==> config.mk <==
export PLATFORM = sky130hd
export DESIGN_NAME = mbrm_requester
export DESIGN_NICKNAME = d
export VERILOG_FILES = /design/src/hw/mbrm_pkg.sv /design/src/hw/mbrm_pipe.sv /design/src/hw/mbrm_requester.sv
export SDC_FILE = /design/constraint.sdc
export NUM_CORES = 1
export LEC_CHECK = 0
export ABC_AREA = 1
export BUFFER_PORTS_ARGS = -buffer_cell sky130_fd_sc_hd__buf_4
export CORE_AREA = 2 2 80 82
export CTS_CLUSTER_DIAMETER = 40
export CTS_CLUSTER_SIZE = 28
export DETAILED_ROUTE_END_ITERATION = 7
export DIE_AREA = 0 0 82 84
export HOLD_SLACK_MARGIN = 0.15
export PLACE_DENSITY = 0.8
export SETUP_SLACK_MARGIN = 0.15
export SLEW_MARGIN = 5
export SYNTH_ARGS = -nofsm -noshare
export SYNTH_HDL_FRONTEND = slang
export SYNTH_SLANG_ARGS = --single-unit
==> constraint.sdc <==
create_clock -name clk -period 3 [get_ports clk]
set_input_delay 0.15 -clock clk [delete_from_list [all_inputs] [get_ports clk]]
set_output_delay 0.15 -clock clk [all_outputs]
set_load 0.01 [all_outputs]
==> src/hw/mbrm_pkg.sv <==
// constants, types and message length decode for the memory bus requester
// Overview of operation
// - bus messages are requests, replies or notifications
// - entries serviced and answered in arrival order
// - message cycles driven in order 0..C-1
// - control code driven beside 16-bit byte pair
// - idle code 111 means data lines released
// - memory length field selects 1 to 16 bytes
// - byte-count flag clear moves one register byte
// - byte-count flag set moves two register bytes
// - two-byte register access uses even address
// - cycle 0 upper byte holds type nibble
// - address byte 2, then bytes 1 and 0
// - reads last two cycles, codes 000, 001
// - writes add data pairs, next-to-last code 000
// - register write spans three cycles: 001,000,001
package mbrm_pkg;
   typedef logic [2:0] mbrm_ccc_t;
   typedef logic [3:0] mbrm_nib_t;
   typedef enum logic {ST_IDLE, ST_SEND} mbrm_state_e;

   // ***************************************
   // bus control codes
   // ***************************************
   localparam mbrm_ccc_t CC_IDLE     = 3'h7;
   localparam mbrm_ccc_t CC_REQ      = 3'h1;
   localparam mbrm_ccc_t CC_REQ_NTL  = 3'h0;
   localparam mbrm_ccc_t CC_RPL_WARN = 3'h2;
   localparam mbrm_ccc_t CC_RPL_ACK  = 3'h6;
   localparam mbrm_ccc_t CC_NOTIFY   = 3'h4;

   // ***************************************
   // request type nibbles and layout
   // ***************************************
   localparam mbrm_nib_t RT_MEM_RD     = 4'h0;
   localparam mbrm_nib_t RT_MEM_RMW_RD = 4'h1;
   localparam mbrm_nib_t RT_MEM_WR     = 4'h2;
   localparam mbrm_nib_t RT_MEM_RMW_WR = 4'h3;
   localparam mbrm_nib_t RT_IC_RD      = 4'h4;
   localparam mbrm_nib_t RT_IC_WR      = 4'h5;
   localparam int        PIPE_DEPTH    = 3;
   localparam logic [3:0] ADDR_CYCLES  = 4'h2;
   localparam logic [3:0] IC_WR_CYCLES = 4'h3;

   // total cycles C of a request, from its cycle 0 upper byte
   function automatic logic [3:0] msg_cycles(input mbrm_nib_t typ, input mbrm_nib_t low);
      logic [3:0] c;
      c = ADDR_CYCLES;
      if (typ == RT_MEM_WR || typ == RT_MEM_RMW_WR) begin
         c = ADDR_CYCLES + {1'b0, low[3:1]} + 4'h1; // pairs of len+1 bytes
      end else if (typ == RT_IC_WR) begin
         c = IC_WR_CYCLES;
      end
      return c;
   endfunction
endpackage

==> src/hw/mbrm_pipe.sv <==
// outstanding-request pipeline tracker watching the shared memory bus
`timescale 1ns/1ps
module mbrm_pipe #(
   parameter int DEPTH = 3
) (
   input  wire logic                clk,
   input  wire logic                reset,
   input  wire mbrm_pkg::mbrm_ccc_t ctl_in,
   input  wire logic [15:0]         md_in,
   input  wire logic                own_drive,
   output logic [1:0]               count,
   output logic                     full,
   output logic                     msg_busy,
   output logic                     retire_own,
   output mbrm_pkg::mbrm_nib_t      head_type
);
   import mbrm_pkg::*;

   logic [3:0] left_r;
   mbrm_nib_t  type_r [DEPTH];
   logic       own_r  [DEPTH];
   logic [1:0] wr_idx_r;
   logic [1:0] rd_idx_r;
   logic [1:0] count_r;
   logic       start;
   logic       add;
   logic       retire;

   function automatic logic [1:0] next_idx(input logic [1:0] i);
      return (i == 2'(DEPTH - 1)) ? 2'h0 : i + 2'h1;
   endfunction

   // ***************************************
   // message classification
   // ***************************************
   assign start  = (left_r == 4'h0) && (ctl_in == CC_REQ || ctl_in == CC_REQ_NTL);
   assign add    = start && (count_r != 2'(DEPTH));
   assign retire = (ctl_in == CC_RPL_WARN || ctl_in == CC_RPL_ACK) && (count_r != 2'h0);
   assign count      = count_r;
   assign full       = (count_r == 2'(DEPTH));
   assign msg_busy   = (left_r != 4'h0);
   assign head_type  = type_r[rd_idx_r];
   assign retire_own = retire && own_r[rd_idx_r];

   // cycles left in the request now on the bus
   always_ff @(posedge clk or posedge reset) begin
      if (reset) begin
         left_r <= 4'h0;
      end else if (start) begin
         left_r <= msg_cycles(md_in[15:12], md_in[11:8]) - 4'h1;
      end else if (left_r != 4'h0) begin
         left_r <= left_r - 4'h1;
      end
   end

   // arrival-order entry storage
   always_ff @(posedge clk or posedge reset) begin
      if (reset) begin
         wr_idx_r <= 2'h0;
         rd_idx_r <= 2'h0;
         count_r  <= 2'h0;
         for (int i = 0; i < DEPTH; i++) begin
            type_r[i] <= 4'h0;
            own_r[i]  <= 1'b0;
         end
      end else begin
         if (add) begin
            type_r[wr_idx_r] <= md_in[15:12];
            own_r[wr_idx_r]  <= own_drive;
            wr_idx_r         <= next_idx(wr_idx_r);
         end
         if (retire) begin
            rd_idx_r <= next_idx(rd_idx_r);
         end
         count_r <= count_r + 2'(add) - 2'(retire);
      end
   end

   // ***************************************
   // assertions
   // ***************************************
   property p_depth;
      @(posedge clk) disable iff (reset) count_r <= 2'(DEPTH);
   endproperty
   a_depth: assert property (p_depth) else $error("pipeline over depth");

   property p_add;
      @(posedge clk) disable iff (reset)
         (add && !retire) |=> count_r == $past(count_r) + 2'h1;
   endproperty
   a_add: assert property (p_add) else $error("request did not add entry");

   property p_notify;
      @(posedge clk) disable iff (reset) (ctl_in == CC_NOTIFY) |=> $stable(count_r);
   endproperty
   a_notify: assert property (p_notify) else $error("notification moved pipeline");

   property p_order;
      @(posedge clk) disable iff (reset)
         retire |=> rd_idx_r == next_idx($past(rd_idx_r)) && count_r <= $past(count_r);
   endproperty
   a_order: assert property (p_order) else $error("retire out of order");

   c_full: cover property (@(posedge clk) disable iff (reset) count_r == 2'(DEPTH));
endmodule

==> src/hw/mbrm_requester.sv <==
// memory bus requester: frames request messages onto the shared bus
`timescale 1ns/1ps
module mbrm_requester (
   input  wire logic                clk,
   input  wire logic                reset,
   input  wire logic                req_valid,
   output logic                     req_ready,
   input  wire mbrm_pkg::mbrm_nib_t req_type,
   input  wire mbrm_pkg::mbrm_nib_t req_len,
   input  wire logic                req_two_byte,
   input  wire logic [23:0]         req_addr,
   input  wire logic [15:0]         wr_data,
   output logic                     wr_data_take,
   input  wire logic                bus_grant,
   input  wire mbrm_pkg::mbrm_ccc_t ctl_in,
   output mbrm_pkg::mbrm_ccc_t      ctl_out,
   output logic                     ctl_oe,
   input  wire logic [15:0]         md_in,
   output logic [15:0]              md_out,
   output logic                     md_oe,
   output logic [1:0]               pipe_count,
   output logic                     own_retire,
   output logic                     busy
);
   import mbrm_pkg::*;

   mbrm_state_e state_r;
   logic [23:0] addr_r;
   logic [3:0]  t_r;
   logic [3:0]  last_r;
   mbrm_ccc_t   ctl_out_r;
   logic [15:0] md_out_r;
   logic        oe_r;
   logic        full;
   logic        msg_busy;
   logic        accept;
   logic        is_ic;
   mbrm_nib_t   low_nib;
   logic [23:0] addr_fix;
   logic [3:0]  req_last;

   // control code for message cycle t of a message ending at last
   function automatic mbrm_ccc_t code_for(input logic [3:0] t, input logic [3:0] last);
      return (t == last - 4'h1) ? CC_REQ_NTL : CC_REQ;
   endfunction

   // ***************************************
   // pipeline tracker
   // ***************************************
   mbrm_pipe #(
      .DEPTH(PIPE_DEPTH)
   ) u_pipe (
      .clk       (clk),
      .reset     (reset),
      .ctl_in    (ctl_in),
      .md_in     (md_in),
      .own_drive (ctl_oe),
      .count     (pipe_count),
      .full      (full),
      .msg_busy  (msg_busy),
      .retire_own(own_retire),
      .head_type ()
   );

   // ***************************************
   // request intake
   // ***************************************
   assign is_ic    = (req_type == RT_IC_RD || req_type == RT_IC_WR);
   assign low_nib  = is_ic ? {3'h0, req_two_byte} : req_len;
   assign addr_fix = {req_addr[23:1],
                      req_addr[0] & ~(is_ic & req_two_byte)};
   assign req_last = msg_cycles(req_type, low_nib) - 4'h1;
   // start only on an idle, granted bus with room in the pipeline
   assign req_ready = (state_r == ST_IDLE) && bus_grant && (ctl_in == CC_IDLE)
                      && !msg_busy && !full;
   assign accept    = req_valid && req_ready;
   assign wr_data_take = (state_r == ST_SEND) && (t_r != 4'h0) && (t_r != last_r);
   assign busy      = (state_r == ST_SEND);
   assign ctl_out   = ctl_out_r;
   assign md_out    = md_out_r;
   assign ctl_oe    = oe_r;
   assign md_oe     = oe_r;

   // sequencer state and cycle counter
   always_ff @(posedge clk or posedge reset) begin
      if (reset) begin
         state_r <= ST_IDLE;
         t_r     <= 4'h0;
         last_r  <= 4'h0;
         addr_r  <= 24'h000000;
      end else if (state_r == ST_IDLE) begin
         if (accept) begin
            state_r <= ST_SEND;
            t_r     <= 4'h0;
            last_r  <= req_last;
            addr_r  <= addr_fix;
         end
      end else if (t_r == last_r) begin
         state_r <= ST_IDLE;
      end else begin
         t_r <= t_r + 4'h1;
      end
   end

   // bus drivers, one message cycle per clock
   always_ff @(posedge clk or posedge reset) begin
      if (reset) begin
         ctl_out_r <= CC_IDLE;
         md_out_r  <= 16'h0000;
         oe_r      <= 1'b0;
      end else if (state_r == ST_IDLE) begin
         if (accept) begin
            ctl_out_r <= code_for(4'h0, req_last);
            md_out_r  <= {req_type, low_nib, addr_fix[23:16]};
            oe_r      <= 1'b1;
         end
      end else if (t_r == last_r) begin
         ctl_out_r <= CC_IDLE;
         oe_r      <= 1'b0;
      end else begin
         ctl_out_r <= code_for(t_r + 4'h1, last_r);
         md_out_r  <= (t_r == 4'h0) ? addr_r[15:0] : wr_data;
      end
   end

   // ***************************************
   // assertions
   // ***************************************
   property p_idle_hiz;
      @(posedge clk) disable iff (reset) ctl_out == CC_IDLE |-> !md_oe;
   endproperty
   a_idle_hiz: assert property (p_idle_hiz) else $error("data driven while idle");

   property p_full_block;
      @(posedge clk) disable iff (reset) full |-> !req_ready;
   endproperty
   a_full_block: assert property (p_full_block) else $error("ready while full");

   property p_read_seq;
      @(posedge clk) disable iff (reset)
         accept && (req_type == RT_MEM_RD || req_type == RT_MEM_RMW_RD || req_type == RT_IC_RD)
         |=> ctl_out == CC_REQ_NTL ##1 ctl_out == CC_REQ ##1 ctl_out == CC_IDLE;
   endproperty
   a_read_seq: assert property (p_read_seq) else $error("read code sequence wrong");

   property p_icw_seq;
      @(posedge clk) disable iff (reset) accept && req_type == RT_IC_WR
         |=> ctl_out == CC_REQ ##1 ctl_out == CC_REQ_NTL ##1 ctl_out == CC_REQ
         ##1 ctl_out == CC_IDLE;
   endproperty
   a_icw_seq: assert property (p_icw_seq) else $error("register write sequence wrong");

   property p_head;
      @(posedge clk) disable iff (reset) accept
         |=> md_out[15:12] == $past(req_type) && md_out[7:0] == $past(addr_fix[23:16])
         ##1 md_out == $past(addr_fix[15:0], 2) && md_oe;
   endproperty
   a_head: assert property (p_head) else $error("header or address order wrong");

   property p_ntl;
      @(posedge clk) disable iff (reset)
         busy && last_r >= 4'h2 && t_r == last_r - 4'h2 |=> ctl_out == CC_REQ_NTL;
   endproperty
   a_ntl: assert property (p_ntl) else $error("next-to-last code not 000");

   property p_len;
      @(posedge clk) disable iff (reset) accept && req_type == RT_MEM_WR
         |-> req_last == 4'h2 + {1'b0, req_len[3:1]};
   endproperty
   a_len: assert property (p_len) else $error("write length decode wrong");

   property p_even;
      @(posedge clk) disable iff (reset) accept && is_ic && req_two_byte
         |=> ##1 md_out[0] == 1'b0;
   endproperty
   a_even: assert property (p_even) else $error("odd two-byte register address");

   // ***************************************
   // header fields, data path and pipeline checks
   // ***************************************

   property p_ic_count;
      @(posedge clk) disable iff (reset)
         accept && is_ic |=> md_out[11:8] == {3'h0, $past(req_two_byte)};
   endproperty
   a_ic_count: assert property (p_ic_count) else $error("byte flag wrong");

   property p_mem_len;
      @(posedge clk) disable iff (reset)
         accept && !is_ic |=> md_out[11:8] == $past(req_len);
   endproperty
   a_mem_len: assert property (p_mem_len) else $error("length field wrong");

   property p_release;
      @(posedge clk) disable iff (reset)
         busy && t_r == last_r |=> ctl_out == CC_IDLE && !md_oe;
   endproperty
   a_release: assert property (p_release) else $error("lines not released");

   property p_data;
      @(posedge clk) disable iff (reset)
         wr_data_take |=> md_out == $past(wr_data) && md_oe;
   endproperty
   a_data: assert property (p_data) else $error("data pair not driven");

   property p_pipe_add;
      @(posedge clk) disable iff (reset)
         accept |=> ##1 pipe_count == $past(pipe_count, 2) + 2'h1;
   endproperty
   a_pipe_add: assert property (p_pipe_add) else $error("own request not counted");

   property p_no_overlap;
      @(posedge clk) disable iff (reset)
         (busy || msg_busy) |-> !req_ready;
   endproperty
   a_no_overlap: assert property (p_no_overlap) else $error("ready during message");

   c_read:  cover property (@(posedge clk) disable iff (reset) accept && req_type == RT_MEM_RD);
   c_write: cover property (@(posedge clk) disable iff (reset)
                            accept && req_type == RT_MEM_WR && req_len == 4'hF);
   c_retire: cover property (@(posedge clk) disable iff (reset) own_retire);
   c_icw:    cover property (@(posedge clk) disable iff (reset)
                            accept && req_type == RT_IC_WR);
endmodule

==> metrics.txt, run 1 <==
status finished clean; CP Capture Type register; Core ar. 0.00610 mm^2; initial core utilization 0.521; Area contributors post-synth dfrtp_1, nand2_1, inv_1, nor2_1, o21ai_0; PwrDens 763 mW/mm^2; first-pass GRT wire length 13.7 mm; most frequent cells in the layout nand2_1, buf_4, dfrtp_1; HPWL after DPL 5.73 mm; crit start category register; Multi-input gate area 0.00145 mm^2; sequential area share after synthesis 0.450; highest routed layer met4; Synth cell types 35; drt pass-1 iters 4; Nets 608; min Tclk post-route 2.22 ns; GR Overflow Total 0; Peak Freq 0.450 GHz; Placed Area 0.00388 mm^2; Hold/Removal Path Class primary input to register; largest net degree at the start of global routing 41; Max-cap violations 0; Final Max Tran Viols 0; Layout area overhead 38.3%; Syn Std Cell Area 0.00318 mm^2; most area-hungry cell type in the Yosys netlist dfrtp_1; Yosys reg bits 57; clock sinks 57; Synth Net Count 487; post-cts repair resize count 0; clock skew 0.00814 ns; Synth Area per Inst 7.83 um^2; FF+latch area 0.00143 mm^2; drt via density 5.12; via count 3116; total negative slack 0 ns; normalized max-slew margin 0.462; routed wl met2 4.16 mm; Buffers on Ports 89; Final Setup Violations 0; Tot GR Track Use 0.261; M1 wire length 3.32 mm; Routed WL 8.24 mm; I/O pins 99; WP data required 3.25 ns; Die Area 0.00689 mm^2; fill cell count 475; antenna violations before repair 0; Slew @ Worst Pin 0.805 ns; clock slew at reported path FFs 0.07 ns; met3 wire length 514 um; critical path type register to register; DRT antenna net count 0; number of global-route vias before repair 3040; most common cell after layout, fill and taps aside nand2_1; # diodes 0; Rows 29; Die Span X 82 um; share of cells above drive strength 1 0.242; Yosys top cell area share 0.433; CTS buffer count 9; post-detailed-route wirelength per cell 13.5 um; Final GP Congestion 0.845; Clock Latency Late Sink 0.34 ns; worst-path fanout max 37; leakage power total 2.27 nW; Longest Clk Path Bufs 2; # DRC 0; Arr. time, crit path 2.47 ns; Final Cycle Share 0.741; cells after synthesis 406; H-tree depth 3; Max VDD drop 391 uV; RSZ-0062 raised after global routing no; Synth warnings 0; Fin. Hold Viols 0; Die Ht 84 um; initial drt markers 206; Final Cell Area 0.00439 mm^2; clock root buffer clkbuf_8; CTS tree done
[per-stage QoR]
stage / util / hold WS [ns] / cells / power [mW] / setup slack [ns]
final: 0.721 / 0.171 / 609 / 3.35 / 0.777
after global routing: 0.721 / 0.199 / 609 / 3.61 / 0.563
after CTS: 0.721 / 0.168 / 609 / 3.36 / 0.877
after detailed placement: 0.636 / 0.356 / 561 / 2.61 / 0.912
after global placement: 0.636 / 0.354 / 561 / 2.53 / 0.964
after floorplan: - / 0.267 / 406 / 2.11 / 1.44
[synth_stat cells]
master and count:
nand2_1 94, a21oi_2 1, buf_8 1, buf_2 5, xor2_1 5, mux2i_1 1
nand3_4 1, buf_6 2, buf_4 2, nor2_2 1, ha_1 9, nand4_2 1
nand3_2 1, xnor2_1 8, o21ai_2 2, a21oi_1 4, a31oi_1 16, or2_2 1
nor3_2 2, clkinv_1 1, nor2_1 51, inv_2 3, inv_1 52, nand2_2 1
nand2_4 2, nand4_1 4, nor3_1 3, clkbuf_1 5, nand3_1 28, o211ai_1 9
o22ai_1 1, o21ai_0 31, dfrtp_1 55, dfstp_2 2, o21ai_1 1
[power breakdown]
part | switching (mW) | total, mW | internal [mW]
Sequential | 0.202 | 1.29 | 1.09
Combinational | 0.729 | 1.35 | 0.623
Clock | 0.309 | 0.709 | 0.400
[critical path, stage by stage (launching register included)]
cell	delay, ns
dfrtp_1	0.63
nor3_2	0.33
nand4_2	0.37
nand2_4	0.48
nor2_1	0.11
a31oi_1	0.20
[state kept, by name, summed over array words and instances (netlist names), 2 cells and up]
register / count
addr_r: 16
ctl_out: 2
last_r: 4
md_out: 16
t_r: 4
u_pipe.count: 2
u_pipe.left_r: 4
u_pipe.own_r: 3
u_pipe.rd_idx_r: 2
u_pipe.wr_idx_r: 2
[timing repair]
item	4_1_cts	5_1_grt
hold buffers	32	0
setup buffers	0	0
hold endpoints to repair	67	0
[cell type report]
| class | instances | share of cell area |
|---|---|---|
| Multi-Input combinational cell | 278 | 0.329 |
| Tap cell | 77 | 0.0219 |
| Clock inverter | 6 | 0.0131 |
| Clock buffer | 10 | 0.0313 |
| Sequential cell | 57 | 0.325 |
| Timing Repair Buffer | 125 | 0.232 |
| Inverter | 56 | 0.0478 |
[routing by layer]
metal	vias to the layer above	global-route usage
li1	1549	-
met1	1447	0.322
met2	99	0.421
met3	21	0.0574
met4	0	0.133
met5	-	0
[kinds of logic after synthesis]
family          after synthesis  share of synthesized area
simple gates                190                      0.260
flops                        57                      0.450
buf+inv                      71                     0.0965
compound gates               65                      0.120
mux                           1                    0.00315
fa+ha+maj                     9                     0.0354
xor+xnor                     13                     0.0358
[path summary, 6_finish.rpt]
check	start	cells after the start	slack, ns	to
min in group asynchronous	reset	3	0.54	md_out[12]
worst min register to register	addr_r[9]	2	0.47	addr_r[9]
max in group asynchronous	reset	4	1.81	addr_r[6]
worst max register to register	busy	5	0.78	md_out[4]
worst min-delay path	wr_data[8]	3	0.17	md_out[8]
worst max-delay path	busy	5	0.78	md_out[4]
Note: power is estimated with default switching activity, not from simulation.
==> inputs of run 2 (changes only) <==
Settings changed: CORE_AREA 2 2 80 82 to 2 2 82 84, DIE_AREA 0 0 82 84 to 0 0 84 86, PLACE_DENSITY 0.8 to 0.77.
Clock period 3 ns to 2.2 ns, I/O delays scaled along.
==> run 2 against run 1 <==
Effect of this change:
- non-clock buffer count up 10
- hold slack worse by 0.019 ns
- sequential power rose by 36%
- final cell count grew 1.6%
- via count increased by 3.8%
- die area is 4.9% higher
- clock skew fell by 0.0028 ns
- global-route usage shrank 0.85 points
- routed wire length rose by 9.0%
- clock power up 61%
- critical path type is now primary input to register
- critical endpoint is now ctl_out[0]
- largest power group unchanged
- highest routed layer unchanged
==> metrics.txt, run 2 (synthesis gave the netlist of run 1 again) <==
status finished clean (unchanged); post-route worst setup slack 0.211 ns (was 0.777 ns); Die Area 0.00722 mm^2 (was 0.00689 mm^2); Final GP Congestion 0.881 (was 0.845); # DRC 0 (unchanged); crit start category primary input (was register); reg-to-reg slack, setup 0.44 ns (was 0.78 ns); antenna violations before repair 0 (unchanged); Routed WL 8.99 mm (was 8.24 mm); min Tclk post-route 1.99 ns; dpl cells 563 (was 561); post-detailed-route wirelength per cell 14.5 um (was 13.5 um); Seq pwr share 0.369 (was 0.385); share of cells above drive strength 1 0.255 (was 0.242); via count 3235 (was 3116); CTS tree done (unchanged); clock share of power 0.239 (was 0.211); Max VDD drop 688 uV (was 391 uV); normalized max-slew margin 0.618 (was 0.462); largest net degree at the start of global routing 38 (was 41); Slew @ Worst Pin 0.572 ns (was 0.805 ns); I/O pins 99 (unchanged); DRT antenna net count 0 (unchanged); initial core utilization 0.506 (was 0.521); Hold/Removal Path Class primary input to register (unchanged); post-place setup slack 0.404 ns (was 0.912 ns); fill cell count 479 (was 475); Final Cell Area 0.00456 mm^2 (was 0.00439 mm^2); worst-path fanout max 4 (was 37); leakage power total 2.32 nW (was 2.27 nW); drt via density 5.23 (was 5.12); Final Setup Violations 0 (unchanged); post-route insts no fill 619 (was 609); internal power 3.05 mW (was 2.11 mW); Sw Ratio 0.361 (was 0.370); clock root buffer clkbuf_8 (unchanged); Pwr Total 4.78 mW (was 3.35 mW); first-pass GRT wire length 14.4 mm (was 13.7 mm); power share of the combinational group 0.392 (was 0.403); Critical R2R Launch t_r[1] (was busy); Core ar. 0.00628 mm^2 (was 0.00610 mm^2); H-tree depth 3 (unchanged); hold path start wr_data[0] (was wr_data[8]); Peak Freq 0.503 GHz; PwrDens 1050 mW/mm^2 (was 763 mW/mm^2); Clock Latency Late Sink 0.34 ns (about the same); clock skew 0.00537 ns (was 0.00814 ns); HPWL after DPL 5.82 mm (was 5.73 mm); Hold Path Sink md_out[0] (was md_out[8]); Psw 1.72 mW (was 1.24 mW); reg2reg end md_out[13] (was md_out[4]); Final Max Tran Viols 0 (unchanged); post-layout util 0.726 (was 0.721); Tot GR Track Use 0.252 (was 0.261); Buffers on Ports 89 (unchanged); Longest Clk Path Bufs 2 (unchanged); Placed Area 0.00391 mm^2 (was 0.00388 mm^2); clock sinks 57 (unchanged); most common cell after layout, fill and taps aside buf_4 (was nand2_1); Fin. Hold Viols 0 (unchanged); clock slew at reported path FFs 0.07 ns (about the same); WHS Path Cells 3 (unchanged); critical path type primary input to register (was register to register); number of global-route vias before repair 3166 (was 3040); Die Ht 86 um (was 84 um); Max-cap violations 0 (unchanged); Arr. time, crit path 2.26 ns (was 2.47 ns); Nets 618 (was 608); WP data required 2.47 ns (was 3.25 ns); most frequent cells in the layout buf_4, nand2_1, dfrtp_1 (was nand2_1, buf_4, dfrtp_1); CP Capture Type register (unchanged); Layout area overhead 43.4% (was 38.3%); Rows 29 (unchanged); initial drt markers 216 (was 206); drt pass-1 iters 5 (was 4); r2r worst-path depth 8 (was 5); Die Span X 84 um (was 82 um); Final Cycle Share 0.904; RSZ-0062 raised after global routing yes (was no); CTS buffer count 9 (unchanged); # diodes 0 (unchanged); GR Overflow Total 0 (unchanged)
-- run 2: cell types whose count changed in the layout (fill, tap and decap cells not counted), moves of 2 or more --
| cell | before | now |
|---|---|---|
| ha_2 | 0 | 2 |
| buf_4 | 93 | 95 |
| ha_1 | 9 | 7 |
| dlygate4sd3_1 | 32 | 39 |
| clkinv_2 | 4 | 2 |
-- run 2: what timing repair did --
action,in CTS,in global routing
endpoints found under the hold margin,55,1
hold buffers,38,1
gates resized for setup,0,9
setup buffers,0,1
setup endpoints to repair,0,4
-- run 2: worst max-delay path by stage --
stage	from	end	slack (ns)	cells after the start
after global placement	t_r[1]	md_out[15]	0.45	8
after floorplan	u_pipe.left_r[2]	u_pipe.left_r[1]	0.64	9
after global routing	req_type[2]	ctl_out[0]	-0.001	20
after CTS	req_type[3]	ctl_out[0]	0.16	19
final	req_type[2]	ctl_out[0]	0.21	18
after detailed placement	t_r[1]	md_out[15]	0.40	8
-- run 2: power groups by stage --
stage          Clock (mW)  Combinational, mW  Sequential [mW]
5_1_grt              1.19               2.08             1.81
3_3_place_gp            0               1.72             1.75
3_5_place_dp            0               1.78             1.77
4_1_cts              1.14               1.85             1.76
6_report             1.14               1.87             1.76
2_1_floorplan           0               1.08             1.80
-- run 2: worst max-delay path, stage by stage --
cell and delay (ns):
dlygate4sd3_1 0.54, buf_4 0.13, inv_1 0.07, nor2_4 0.12, nand2_2 0.09, nand2_1 0.09
ha_2 0.18, inv_1 0.04, nand3_1 0.09, nand2_2 0.07, inv_1 0.07, nand2_1 0.07
ha_2 0.32, inv_1 0.03, nor2_1 0.09, nand2_1 0.06, nand2_1 0.05, nand2_1 0.05
-- run 2: metrics by stage --
stage	TNS [ns]	hold WS, ns
3_5_place_dp	0	0.202
3_3_place_gp	0	0.202
4_1_cts	0	0.152
5_1_grt	-0.00135	0.157
2_1_floorplan	0	0.227
6_report	0	0.151
-- run 2: final cells by class --
class,count,area [um^2],area share
clock inverters,5,77.6,0.0170
clock buffers,11,151,0.0332
repair buffers,135,1120,0.247
well taps,77,96.3,0.0211
inverters,56,213,0.0467
multi-input cells,278,1470,0.322
flip-flops and latches,57,1430,0.313
-- run 2: metal layers --
metal,vias to the layer above,track usage,wire length (um)
met3,30,0.0404,435
met5,-,0,0
met1,1515,0.311,3680
met2,123,0.433,4570
met4,0,0.123,310
li1,1567,-,-
